[src/rtl/dacrs_defines.svh]
// Constants of the converter register set: bus address, command codes,
// field positions, reset values and counts.
// Assumes inclusion by bare name from the design file and the bench.
`ifndef DACRS_DEFINES_SVH
`define DACRS_DEFINES_SVH

`define DACRS_SLAVE_ADDR 7'h48
`define DACRS_CMD_CODE 8'h00
`define DACRS_CMD_SETTINGS 8'h01
`define DACRS_CODE_RESET 8'h00
`define DACRS_SETTINGS_RESET 8'h00
`define DACRS_STANDBY_BIT 0
`define DACRS_BITS_PER_BYTE 4'h8
`define DACRS_RW_READ 1'b1

`endif

[src/rtl/dacrs_pkg.sv]
// Types shared by the converter register set.
// Assumes dacrs_defines.svh on the include path.
`default_nettype none

package dacrs_pkg;

	// Gray codes along the write path; AACK to RDAT changes three bits
	typedef enum logic [3:0] {
		DACRS_IDLE = 4'h0,
		DACRS_ADDR = 4'h1,
		DACRS_AACK = 4'h3,
		DACRS_CMD = 4'h2,
		DACRS_CACK = 4'h6,
		DACRS_WDAT = 4'h7,
		DACRS_WACK = 4'h5,
		DACRS_RDAT = 4'h4,
		DACRS_MACK = 4'hc,
		DACRS_SKIP = 4'hd
	} dacrs_state_e;

	// Bus conditions seen on the synchronised pins
	typedef struct packed {
		logic start;
		logic stop;
		logic rise;
		logic fall;
	} dacrs_bus_ev_s;

endpackage

`default_nettype wire

[src/rtl/dacrs_top.sv]
// Two-wire slave with the converter's code and settings registers.
// Assumes an external host driving the serial clock and an open-drain
// data wire resolved outside; clk_in is much faster than the bus clock.
`include "dacrs_defines.svh"
`default_nettype none

// What this block does
// - Command 00h selects the code register
// - Command 01h selects the settings register
// - Settings bit 0 is standby select
// - Settings bits 7..1 always read zero
// - Power-on reset clears both registers
// - Both registers eight bits; code read and write, settings only bit 0
// - Stored code drives the converter
// - Read-byte, write-byte and receive-byte access registers
// - Answer only address 1001000, bit eight direction
// - Standby halts conversion, bus keeps working
// - Receive-byte returns last selected register
module dacrs_top (
	// Clock and reset
	input wire logic clk_in,
	input wire logic rst_n_in,
	// Serial pins
	input wire logic scl_in,
	input wire logic sda_in,
	output logic sda_out,
	output logic sda_oe_out,
	// Converter side
	output logic [7:0] dac_code_out,
	output logic standby_out,
	output logic conv_en_out
);

	logic [2:0] scl_sync_ff;
	logic [2:0] sda_sync_ff;
	dacrs_pkg::dacrs_state_e state_ff, nxt_state;
	logic [3:0] cnt_ff, nxt_cnt;
	logic [7:0] shift_ff, nxt_shift;
	logic [7:0] ptr_ff, nxt_ptr;
	logic rw_ff, nxt_rw;
	logic mack_ff, nxt_mack;
	logic oe_ff, nxt_oe;
	logic [7:0] code_ff, nxt_code;
	logic stby_ff, nxt_stby;
	logic conv_en_ff;
	// Only the standby bit of the settings reset value is stored
	localparam logic [7:0] set_rst_val = `DACRS_SETTINGS_RESET;

	// Bits 0 feed bit 1 only; edges compare the second and third stages
	always_ff @(posedge clk_in or negedge rst_n_in)
	begin
		if (!rst_n_in)
		begin
			scl_sync_ff <= 3'h7;
			sda_sync_ff <= 3'h7;
		end
		else
		begin
			scl_sync_ff <= {scl_sync_ff[1:0], scl_in};
			sda_sync_ff <= {sda_sync_ff[1:0], sda_in};
		end
	end

	wire scl_s = scl_sync_ff[1];
	wire scl_d = scl_sync_ff[2];
	wire sda_s = sda_sync_ff[1];
	wire sda_d = sda_sync_ff[2];
	dacrs_pkg::dacrs_bus_ev_s ev;
	assign ev.start = scl_s & scl_d & sda_d & ~sda_s;
	assign ev.stop = scl_s & scl_d & ~sda_d & sda_s;
	assign ev.rise = scl_s & ~scl_d;
	assign ev.fall = ~scl_s & scl_d;

	wire byte_done = (cnt_ff == `DACRS_BITS_PER_BYTE);
	wire addr_hit = (shift_ff[7:1] == `DACRS_SLAVE_ADDR);
	wire sel_code = (ptr_ff == `DACRS_CMD_CODE);
	wire sel_set = (ptr_ff == `DACRS_CMD_SETTINGS);
	wire [7:0] set_val = {7'h00, stby_ff};
	// Pointer survives transactions so receive-byte reuses it
	wire [7:0] rd_val = sel_code ? code_ff :
		(sel_set ? set_val : 8'h00);
	wire rx_state = (state_ff == dacrs_pkg::DACRS_ADDR) ||
		(state_ff == dacrs_pkg::DACRS_CMD) ||
		(state_ff == dacrs_pkg::DACRS_WDAT);

	always_comb
	begin
		nxt_state = state_ff;
		nxt_cnt = cnt_ff;
		nxt_shift = shift_ff;
		nxt_ptr = ptr_ff;
		nxt_rw = rw_ff;
		nxt_mack = mack_ff;
		nxt_oe = oe_ff;
		nxt_code = code_ff;
		nxt_stby = stby_ff;
		if (ev.stop)
		begin
			nxt_state = dacrs_pkg::DACRS_IDLE;
			nxt_oe = 1'b0;
		end
		else if (ev.start)
		begin
			// Also a repeated start from any state
			nxt_state = dacrs_pkg::DACRS_ADDR;
			nxt_cnt = 4'h0;
			nxt_oe = 1'b0;
		end
		else if (ev.rise)
		begin
			if (rx_state)
			begin
				nxt_shift = {shift_ff[6:0], sda_s};
				nxt_cnt = cnt_ff + 4'h1;
			end
			else if (state_ff == dacrs_pkg::DACRS_RDAT)
				nxt_cnt = cnt_ff + 4'h1;
			else if (state_ff == dacrs_pkg::DACRS_MACK)
				nxt_mack = ~sda_s;
		end
		else if (ev.fall)
		begin
			unique case (state_ff)
				dacrs_pkg::DACRS_ADDR:
					if (byte_done)
					begin
						if (addr_hit)
						begin
							nxt_state = dacrs_pkg::DACRS_AACK;
							nxt_oe = 1'b1;
							nxt_rw = shift_ff[0];
						end
						else
							nxt_state = dacrs_pkg::DACRS_SKIP;
					end
				dacrs_pkg::DACRS_AACK:
				begin
					nxt_cnt = 4'h0;
					if (rw_ff == `DACRS_RW_READ)
					begin
						nxt_state = dacrs_pkg::DACRS_RDAT;
						nxt_shift = rd_val;
						nxt_oe = ~rd_val[7];
					end
					else
					begin
						nxt_state = dacrs_pkg::DACRS_CMD;
						nxt_oe = 1'b0;
					end
				end
				dacrs_pkg::DACRS_CMD:
					if (byte_done)
					begin
						nxt_state = dacrs_pkg::DACRS_CACK;
						nxt_oe = 1'b1;
						nxt_ptr = shift_ff;
					end
				dacrs_pkg::DACRS_CACK,
				dacrs_pkg::DACRS_WACK:
				begin
					nxt_state = dacrs_pkg::DACRS_WDAT;
					nxt_oe = 1'b0;
					nxt_cnt = 4'h0;
				end
				dacrs_pkg::DACRS_WDAT:
					if (byte_done)
					begin
						nxt_state = dacrs_pkg::DACRS_WACK;
						nxt_oe = 1'b1;
						if (sel_code)
							nxt_code = shift_ff;
						if (sel_set)
							nxt_stby = shift_ff[`DACRS_STANDBY_BIT];
					end
				dacrs_pkg::DACRS_RDAT:
					if (byte_done)
					begin
						nxt_state = dacrs_pkg::DACRS_MACK;
						nxt_oe = 1'b0;
					end
					else
					begin
						// Bits leave MSB first; drive low for a zero
						nxt_shift = {shift_ff[6:0], 1'b0};
						nxt_oe = ~shift_ff[6];
					end
				dacrs_pkg::DACRS_MACK:
					if (mack_ff)
					begin
						nxt_state = dacrs_pkg::DACRS_RDAT;
						nxt_cnt = 4'h0;
						nxt_shift = rd_val;
						nxt_oe = ~rd_val[7];
					end
					else
						nxt_state = dacrs_pkg::DACRS_SKIP;
				default:
					nxt_oe = 1'b0;
			endcase
		end
	end

	always_ff @(posedge clk_in or negedge rst_n_in)
	begin
		if (!rst_n_in)
		begin
			state_ff <= dacrs_pkg::DACRS_IDLE;
			cnt_ff <= 4'h0;
			shift_ff <= 8'h00;
			ptr_ff <= `DACRS_CMD_CODE;
			rw_ff <= 1'b0;
			mack_ff <= 1'b0;
			oe_ff <= 1'b0;
			code_ff <= `DACRS_CODE_RESET;
			stby_ff <= set_rst_val[`DACRS_STANDBY_BIT];
		end
		else
		begin
			state_ff <= nxt_state;
			cnt_ff <= nxt_cnt;
			shift_ff <= nxt_shift;
			ptr_ff <= nxt_ptr;
			rw_ff <= nxt_rw;
			mack_ff <= nxt_mack;
			oe_ff <= nxt_oe;
			code_ff <= nxt_code;
			stby_ff <= nxt_stby;
		end
	end

	// Serial port keeps running in standby; only the converter stops
	always_ff @(posedge clk_in or negedge rst_n_in)
	begin
		if (!rst_n_in)
			conv_en_ff <= 1'b0;
		else
			conv_en_ff <= ~stby_ff;
	end

	assign sda_out = 1'b0;
	assign sda_oe_out = oe_ff;
	assign dac_code_out = code_ff;
	assign standby_out = stby_ff;
	assign conv_en_out = conv_en_ff;

	reserved_zero_a: assert property (
		@(posedge clk_in) disable iff (!rst_n_in)
		sel_set |-> rd_val[7:1] == 7'h00)
		else $error("settings reserved bits not zero");
	reset_clear_a: assert property (
		@(posedge clk_in)
		$rose(rst_n_in) |-> code_ff == 8'h00 && !stby_ff)
		else $error("registers not clear after reset");
	code_write_a: assert property (
		@(posedge clk_in) disable iff (!rst_n_in)
		state_ff == dacrs_pkg::DACRS_WDAT && ev.fall && byte_done &&
		sel_code |=> code_ff == $past(shift_ff) &&
		state_ff == dacrs_pkg::DACRS_WACK && sda_oe_out)
		else $error("code write lost");
	stby_write_a: assert property (
		@(posedge clk_in) disable iff (!rst_n_in)
		state_ff == dacrs_pkg::DACRS_WDAT && ev.fall && byte_done &&
		sel_set |=> stby_ff == $past(shift_ff[0]))
		else $error("standby write lost");
	bad_cmd_a: assert property (
		@(posedge clk_in) disable iff (!rst_n_in)
		state_ff == dacrs_pkg::DACRS_WDAT && ev.fall && !sel_code &&
		!sel_set |=> $stable(code_ff) && $stable(stby_ff))
		else $error("unknown command changed a register");
	read_load_a: assert property (
		@(posedge clk_in) disable iff (!rst_n_in)
		state_ff == dacrs_pkg::DACRS_AACK && ev.fall && !ev.start &&
		!ev.stop && rw_ff |=> shift_ff == $past(rd_val) &&
		sda_oe_out == ~shift_ff[7])
		else $error("read byte not loaded from pointer");
	addr_miss_a: assert property (
		@(posedge clk_in) disable iff (!rst_n_in)
		state_ff == dacrs_pkg::DACRS_ADDR && ev.fall && byte_done &&
		!addr_hit |=> state_ff == dacrs_pkg::DACRS_SKIP ##1 !sda_oe_out)
		else $error("foreign address answered");
	halt_conv_a: assert property (
		@(posedge clk_in) disable iff (!rst_n_in)
		$rose(stby_ff) |=> !conv_en_out [*2])
		else $error("conversion not halted in standby");
	cover_code_write: cover property (@(posedge clk_in)
		state_ff == dacrs_pkg::DACRS_WACK && sel_code);
	cover_read: cover property (@(posedge clk_in)
		state_ff == dacrs_pkg::DACRS_MACK);
	cover_standby: cover property (@(posedge clk_in) $rose(stby_ff));
	cover_burst: cover property (@(posedge clk_in)
		state_ff == dacrs_pkg::DACRS_MACK && mack_ff && ev.fall);

endmodule

`default_nettype wire

[config.mk]
export PLATFORM = sky130hd
export DESIGN_NAME = dacrs_top
export DESIGN_NICKNAME = d
export VERILOG_FILES = /design/src/rtl/dacrs_pkg.sv /design/src/rtl/dacrs_top.sv
export VERILOG_INCLUDE_DIRS = /design/src /design/src/rtl
export SDC_FILE = /design/constraint.sdc
export NUM_CORES = 1
export LEC_CHECK = 0
export CAP_MARGIN = 15
export CELL_PAD_IN_SITES_DETAIL_PLACEMENT = 0
export CELL_PAD_IN_SITES_GLOBAL_PLACEMENT = 2
export CORE_MARGIN = 1.5
export CORE_UTILIZATION = 41
export DETAILED_ROUTE_END_ITERATION = 12
export DONT_BUFFER_PORTS = 1
export HOLD_SLACK_MARGIN = 0.12
export PLACE_DENSITY = 0.73
export SLEW_MARGIN = 25
export SYNTH_ARGS = -nofsm -noshare
export SYNTH_HDL_FRONTEND = slang
export SYNTH_SLANG_ARGS = --single-unit
[constraint.sdc]
create_clock -name clk_in -period 2.7 [get_ports clk_in]
set_input_delay 0.54 -clock clk_in [delete_from_list [all_inputs] [get_ports clk_in]]
set_output_delay 0.54 -clock clk_in [all_outputs]
set_load 0.03 [all_outputs]
# --- After elaboration in Yosys (flattened, before gate mapping) ---
# Cells that the tools add are included.
totals:
  ff_bits: 43
  input_bits: 4
  output_inout_bits: 12
  word_cells: 117
op_classes:
  addsub: 1
  n_eq_ne: 25
  n_mux: 39
  bitwise_logic: 19
  reduce_logical: 21
ops:
  columns: ["cell", "n"]
  rows:
  - ["$mux 4", 16]
  - ["$mux 8", 7]
  - ["$ne 4x4->1 const B", 7]
  - ["$pmux 4 s7", 1]
  - ["$reduce_and 7->1", 4]
  - ["$pmux 8 s3", 1]
  - ["$reduce_and 6->1", 3]
  - ["$eq 4x3->1 const B", 4]
  - ["$not 1->1", 12]
  - ["$mux 1", 11]
  - ["$ne 3x3->1 const B", 3]
  - ["$reduce_bool 9->1", 1]
  - ["$eq 4x2->1 const B", 2]
  - ["$eq 4x4->1 const B", 2]
  - ["$eq 8x1->1 const B", 1]
  - ["$logic_not 8->1", 1]
  - ["$ne 4x1->1 const B", 2]
  - ["$pmux 4 s2", 1]
  - ["$reduce_and 8->1", 1]
  - ["$reduce_bool 4->1", 2]
  - ["$and 1x1->1", 7]
  - ["$eq 7x7->1 const B", 1]
  - ["$reduce_bool 3->1", 2]
  - ["$pmux 1 s5", 1]
  - ["10 further kinds", 12]

# --- Longest topological paths before layout ---
# Gate-level depths: netlist of run 1.
depth:
  ltp_word: 10
  ltp_mapped: 8
  ltp_nobuf: 7

# --- Worst setup path before layout of run 1 ---
# OpenSTA, ideal clock, no wires.
synth_path:
  kind: "reg2reg"
  startpoint: "register scl_sync_ff[2]"
  endpoint: "register code_ff[0] (netlist: dac_code_out[0])"
  setup_time_ns: 0.125
  arrival_ns: 2.050
  required_ns: 2.575
  setup_slack_ns: 0.525
  stages_incl_launch_ff: 8
  path_buffers: 1
  period_less_slack_ns: 2.175
  path_cell_list: "dfstp_2 inv_1 ha_1 and2b_2 nand3_2 or4b_1 buf_6 mux2_4"
synth_via:
  elab_chain_len: 5
  word_cells_on_any_way: 12
  classes_between: "bitwise (11); reduce/logical (1)"
synth_rtl:
  columns: ["item", "line_no", "source"]
  rows:
  - ["start: declaration", "dacrs_top.sv:34", "logic [2:0] scl_sync_ff;"]
  - ["start signal: assignment", "dacrs_top.sv:59", "scl_sync_ff <= {scl_sync_ff[1:0], scl_in};"]
  - ["$and 1x1->1", "dacrs_top.sv:69, dacrs_top.sv:70", null]
  - ["$and 1x1->1 (on tied branches) (2 in series)", "dacrs_top.sv:69, dacrs_top.sv:70", null]
  - ["$not 1->1 (no source line)", null, null]
  - ["$reduce_and 7->1 (no source line) *", null, null]
  - ["end signal: assignment", "dacrs_top.sv:214", "code_ff <= `DACRS_CODE_RESET;"]
  - ["end signal: assignment", "dacrs_top.sv:226", "code_ff <= nxt_code;"]
  - ["end: declaration", "dacrs_top.sv:43", "logic [7:0] code_ff, nxt_code;"]
# Mark *: on every way between the ends. The rest lies on a longest branch, timed or not.
# A chain may end at the register's enable or synchronous reset.

# --- Worst setup path in the final report of run 1 ---
layout_path:
  startpoint: "register scl_sync_ff[2]"
  endpoint: "register code_ff[7] (netlist: dac_code_out[7])"
# The elaborated chain is that of the path after synthesis.

==> results.json, run 1 <==
{
  "drive_gt1_share_pct": 17.87,
  "clock_latency_ns": 0.29,
  "synth.distinct_cells": 65,
  "setup_tns_ns": 0,
  "peakVddDrop_uv": 243.0,
  "relSlewSlack_pct": 50.91,
  "setup_viol": 0,
  "start_kind": "flop",
  "syn_area_um2": 2486,
  "grt_overflow": 0,
  "layout_common_cells": "dfrtp_1 (37), nand2_1 (22), mux2_1 (15)",
  "crit_fanout": 8,
  "async_reset_ff_share_pct": 100.0,
  "min_path_type": "in2reg",
  "route.antenna.remaining_nets": 0,
  "synth_top_family_by_area": "simple AND/OR/NAND/NOR gates",
  "finClkSkew_ns": 0.006489,
  "crit_path_end_kind": "flop",
  "vias_per_cell": 5.619,
  "fin_nets": 243,
  "cts.sinks": 43,
  "synth_mux_area_share_pct": 14.19,
  "drc": 0,
  "yosys.area_share.simple_pct": 17.11,
  "num_io_pins": 16,
  "hold_viol": 0,
  "clock-root-buffer": "clkbuf_8",
  "wire_per_inst_um": 17.85,
  "fin_area_um2": 2666,
  "leakage_uw": 0.001210,
  "setup_slack_ns": 0.2498,
  "dpl_cell_area_um2": 2537,
  "worst_slew_pin_slew_ns": 0.7314,
  "synth_nets": 240,
  "grt_pass1_wl_mm": 9.328,
  "ys.flop_type": "dfrtp_1",
  "vias": 1742,
  "worstPathArrival_ns": 2.63,
  "grt_max_degree": 44,
  "ctsLongestPathBuffers": 2,
  "worst_ep_required_time_ns": 2.88,
  "synth-edff-count": 0,
  "n_antenna_cell": 0,
  "fin_crit_ns": 2.450,
  "pre_cts_ws_ns": 0.2617,
  "ys_warn_count": 0,
  "holdBufCountCts": 2,
  "h-tree-depth": 2,
  "post_cts_buffers": 0,
  "synth_cells": 231,
  "maxCapViolations": 0,
  "start_util_pct": 42.24,
  "ys_seq_area_share_pct": 43.58,
  "die_w_um": 80.87,
  "routabilityCongestion": 0.7763,
  "drtIter0Drc": 116,
  "drv_slew": 0,
  "portBuffers": 0,
  "grt_pass1_vias": 1817,
  "period_share_pct": 90.75,
  "timing_worst_setup_path_type": "reg2reg",
  "cts_buffers": 5,
  "rows": 28,
  "synth_xor_area_share_pct": 1.409,
  "layout_commonest_cell": "dfrtp_1",
  "synthAdderAreaFrac_pct": 2.516,
  "syn_avg_cell_area_um2": 10.76,
  "fp.dieH_um": 80.87,
  "syn_to_final_growth_pct": 7.247,
  "synth_compound_area_share_pct": 15.40,
  "ys_seq_elements": 43,
  "dp_hpwl_mm": 4.026,
  "clk_pin_slew_ns": 0.09,
  "powerDensity_nw_per_um2": 463.9,
  "rsz0062_at_grt": "false",
  "track_usage_pct": 18.92,
  "status": "finished, final reports clean",
  "core_um2": 5886,
  "antenna_found_initial": 0,
  "dieArea_um2": 6540,
  "max_freq_mhz": 408.1,
  "firstDrtPassIters": 4,
  "cts_tree": "built",
  "cts-resized-gates": 0,
  "finalWirelength_mm": 5.534
}
## area by class of cell
cell class,count,area [um2]
tap,75,93.84
inverter,12,45.04
fill,570,3219
multi-input combinational,163,1262
clock buffer,6,82.58
timing repair buffer,9,82.58
clock inverter,2,16.27
sequential,43,1084
## path summary, 6_finish.rpt
path | from | end | slack [ns] | cells after the start
worst min-delay path | sda_in | sda_sync_ff[0] | 0.24 | 0
worst max-delay path | scl_sync_ff[2] | dac_code_out[7] | 0.25 | 6
worst min register to register | sda_sync_ff[0] | sda_sync_ff[1] | 0.36 | 0
max in group asynchronous | rst_n_in | sda_sync_ff[1] | 1.72 | 2
min in group asynchronous | rst_n_in | cnt_ff[1] | 0.71 | 2
worst max register to register | scl_sync_ff[2] | dac_code_out[7] | 0.25 | 6
## power by group
group | switching [uW] | internal [uW] | total, uW | leakage, uW
clock network | 225 | 209 | 434 | 0.0000474
logic | 67.1 | 43.1 | 110 | 0.000592
registers | 26.9 | 666 | 692 | 0.000571
total | 319 | 918 | 1240 | 0.00121
## metrics by stage
stage | power, uW | utilization (%) | std cells | hold WS, ns
global placement | 797.2 | 43.11 | 300 | 0.2454
detailed placement | 797.8 | 43.11 | 300 | 0.2449
floorplan | 775.5 | - | 231 | 0.2444
global route | 1303 | 45.30 | 310 | 0.2091
finish | 1237 | 45.30 | 310 | 0.2374
CTS | 1256 | 45.30 | 310 | 0.2242
## state kept, by name (all words and copies together), names as in the netlist
register and count:
standby_out 1, dac_code_out 8, conv_en_out 1, rw_ff 1
state_ff 4, cnt_ff 4, mack_ff 1, ptr_ff 8
scl_sync_ff 3, shift_ff 8, sda_oe_out 1, sda_sync_ff 3
## layer usage
layer | vias to the layer above | wire (um) | share of wire [%] | track usage, %
met5 | - | 0 | 0 | 0
met4 | 0 | 23 | 0.42 | 5.172
met3 | 2 | 146 | 2.6 | 3.820
met2 | 22 | 2834 | 51 | 32.67
met1 | 868 | 2530 | 46 | 23.99
li1 | 850 | - | - | -
## synthesized netlist by cell type (2+ instances only)
library cell  instances  area, um2
dfrtp_1              37      925.9
nand2_1              22      82.58
mux2_1               15      168.9
inv_1                12      45.04
mux2_4                8      120.1
nor2_1                8      30.03
o21ai_1               7      35.03
a22o_1                6      52.55
dfstp_2               6      157.7
o21ai_0               6      30.03
a21oi_1               5      25.02
a31oi_1               5      31.28
clkbuf_1              5      18.77
ha_1                  5      62.56
nor3_1                5      25.02
nand2b_1              4      25.02
nor3b_1               4      30.03
o31ai_1               4      30.03
buf_6                 3      33.78
mux2_2                3      33.78
mux2i_1               3      30.03
nand3_1               3      15.01
nor2b_1               3      18.77
nor4_1                3      18.77
a21o_1                2      15.01
a221oi_1              2      17.52
buf_1                 2      7.510
nand3b_1              2      15.01
o21a_1                2      15.01
o221ai_1              2      17.52
xnor2_1               2      17.52
xor2_1                2      17.52
## critical path, stage by stage, from the launching register on
cell and delay (ns):
dfstp_2 0.56, inv_1 0.04, ha_1 0.17, and2b_2 0.23, nand3_2 0.11, or4b_1 0.82
mux2_4 0.40
## kinds of logic (layout without fill, tap and decap cells)
family | Yosys count | after routing
compound gates | 54 | 54
xor+xnor | 4 | 4
fa+ha+maj | 5 | 5
buf+inv | 25 | 29
flops | 43 | 43
mux | 29 | 29
other cells | 1 | 1
simple gates | 70 | 70
Note: power is estimated with default switching activity, not from simulation.
==> inputs of run 2 (changes only) <==
--- a/config.mk
+++ b/config.mk
@@ -10,11 +10,11 @@
 export CELL_PAD_IN_SITES_DETAIL_PLACEMENT = 0
 export CELL_PAD_IN_SITES_GLOBAL_PLACEMENT = 2
 export CORE_MARGIN = 1.5
-export CORE_UTILIZATION = 41
+export CORE_UTILIZATION = 42
 export DETAILED_ROUTE_END_ITERATION = 12
 export DONT_BUFFER_PORTS = 1
 export HOLD_SLACK_MARGIN = 0.12
-export PLACE_DENSITY = 0.73
+export PLACE_DENSITY_LB_ADDON = 0.08
 export SLEW_MARGIN = 25
 export SYNTH_ARGS = -nofsm -noshare
 export SYNTH_HDL_FRONTEND = slang
==> results.json, run 2 (synthesized netlist as in run 1, its figures left out) <==
{
  "status": "finished, final reports clean",
  "maxCapViolations": 0,
  "critical_path.slowest_cell": "or4b_1",
  "cp_slowest_stage_delay_ns": 0.81,
  "wire_per_inst_um": 17.89,
  "rsz0062_at_grt": "false",
  "die_w_um": 79.94,
  "hold_ws_ns": 0.2336,
  "track_usage_pct": 19.14,
  "hold_viol": 0,
  "share_comb_of_total_power_pct": 7.9,
  "cts_buffers": 5,
  "grt_pass1_vias": 1807,
  "drive_gt1_share_pct": 17.52,
  "peakVddDrop_uv": 259.9,
  "fin_crit_ns": 2.419,
  "drtIter0Drc": 176,
  "start_kind": "flop",
  "drc": 0,
  "fp.dieH_um": 79.94,
  "clk_pin_slew_ns": 0.09,
  "power_uw": 1335,
  "clock_latency_ns": 0.29,
  "n_fill_cell": 570,
  "vias_per_cell": 5.840,
  "crit_fanout": 8,
  "worstPathArrival_ns": 2.60,
  "cts.sinks": 43,
  "fin_nets": 242,
  "rows": 27,
  "powerDensity_nw_per_um2": 498.4,
  "h-tree-depth": 2,
  "finClkSkew_ns": 0.007323,
  "finalWirelength_mm": 5.475,
  "power.share.sequential_pct": 52.0,
  "clock-root-buffer": "clkbuf_8",
  "p_switching_uw": 323.0,
  "grt_pass1_wl_mm": 9.246,
  "cts_tree": "built",
  "core_um2": 5608,
  "period_share_pct": 89.59,
  "routabilityCongestion": 0.8169,
  "syn_to_final_growth_pct": 7.700,
  "power.internal_uw": 1011,
  "n_antenna_cell": 0,
  "setup_viol": 0,
  "cp_cell_sequence": "inv_1 -> ha_1 -> and2b_2 -> nand3_2 -> or4b_1 -> mux2_4",
  "worst_slew_pin_slew_ns": 0.7215,
  "worst_ep_required_time_ns": 2.88,
  "drv_slew": 0,
  "critPathBufInv": 1,
  "grt_max_degree": 44,
  "cts-resized-gates": 0,
  "switching_share_pct": 24.21,
  "max_freq_mhz": 413.4,
  "route.antenna.remaining_nets": 0,
  "dp_hpwl_mm": 4.025,
  "start_util_pct": 44.33,
  "portBuffers": 0,
  "min_path_type": "in2reg",
  "dieArea_um2": 6390,
  "grt_overflow": 0,
  "leakage_uw": 0.001219,
  "vias": 1787,
  "firstDrtPassIters": 4,
  "layout_commonest_cell": "dfrtp_1",
  "critPathTopFamily": "simple AND/OR/NAND/NOR gates",
  "crit_path_end_kind": "flop",
  "antenna_found_initial": 0,
  "layout_common_cells": "dfrtp_1 (37), nand2_1 (22), mux2_1 (15)",
  "fin_util_pct": 47.75,
  "setup_tns_ns": 0,
  "timing_worst_setup_path_type": "reg2reg",
  "num_io_pins": 16,
  "ctsLongestPathBuffers": 2,
  "clkPwrFrac_pct": 40.0,
  "relSlewSlack_pct": 51.57
}
## run 2: cell types whose count changed in the layout (fill, tap and decap cells not counted)
cell        previous run  this run
buf_4                  7         6
clkinvlp_4             1         0
bufinv_16              0         1
clkinv_4               1         0
inv_6                  0         1
## run 2: metrics by stage
step | cells | area, um2 | setup WS [ns]
final | 306 | 2678 | 0.2811
after global routing | 306 | 2678 | 0.07311
after CTS | 306 | 2678 | 0.2618
after detailed placement | 296 | 2526 | 0.2847
after global placement | 296 | 2526 | 0.3280
after floorplan | 231 | 2486 | 0.5249
## run 2: timing repair
item / in CTS / in global routing
endpoints found under the hold margin: 43 / 0
setup buffers: 0 / 0
hold buffers: 2 / 0
## run 2: worst paths after layout
path,slack (ns),to,cells after the start,start
max,0.28,dac_code_out[4],6,scl_sync_ff[2]
min,0.23,sda_sync_ff[0],0,sda_in
max in group asynchronous,1.73,sda_sync_ff[1],2,rst_n_in
min in group asynchronous,0.70,ptr_ff[6],2,rst_n_in
max reg2reg,0.28,dac_code_out[4],6,scl_sync_ff[2]
min reg2reg,0.36,scl_sync_ff[1],0,scl_sync_ff[0]
## run 2: worst reg2reg max path, cell delays in order, from the launching register on
cell and delay, ns:
dfstp_2 0.55, inv_1 0.05, ha_1 0.17, and2b_2 0.22, nand3_2 0.11, or4b_1 0.81, mux2_4 0.39
## run 2: cell type report
cell class | instances | area, um2 | area share [%]
Clock buffer | 6 | 82.58 | 3.084
Clock inverter | 2 | 38.79 | 1.449
Inverter | 12 | 45.04 | 1.682
Multi-Input combinational cell | 163 | 1262 | 47.15
Sequential cell | 43 | 1084 | 40.47
Tap cell | 72 | 90.09 | 3.364
Timing Repair Buffer | 8 | 75.07 | 2.804
## run 2: per-layer routing
layer / GRT usage (%) / vias up / wire length, um
met5: 0 / - / 0
met4: 6.034 / 0 / 25
met3: 3.771 / 2 / 247
met2: 32.10 / 39 / 2788
met1: 24.69 / 900 / 2414
li1: - / 846 / -
## run 2: power by group through the flow
stage / Sequential, uW / Combinational (uW) / Clock [uW]
final: 694 / 106 / 534
after global routing: 698 / 120 / 582
after CTS: 695 / 107 / 549
after detailed placement: 707 / 88.5 / 0
after global placement: 706 / 87.2 / 0
after floorplan: 697 / 78.9 / 0
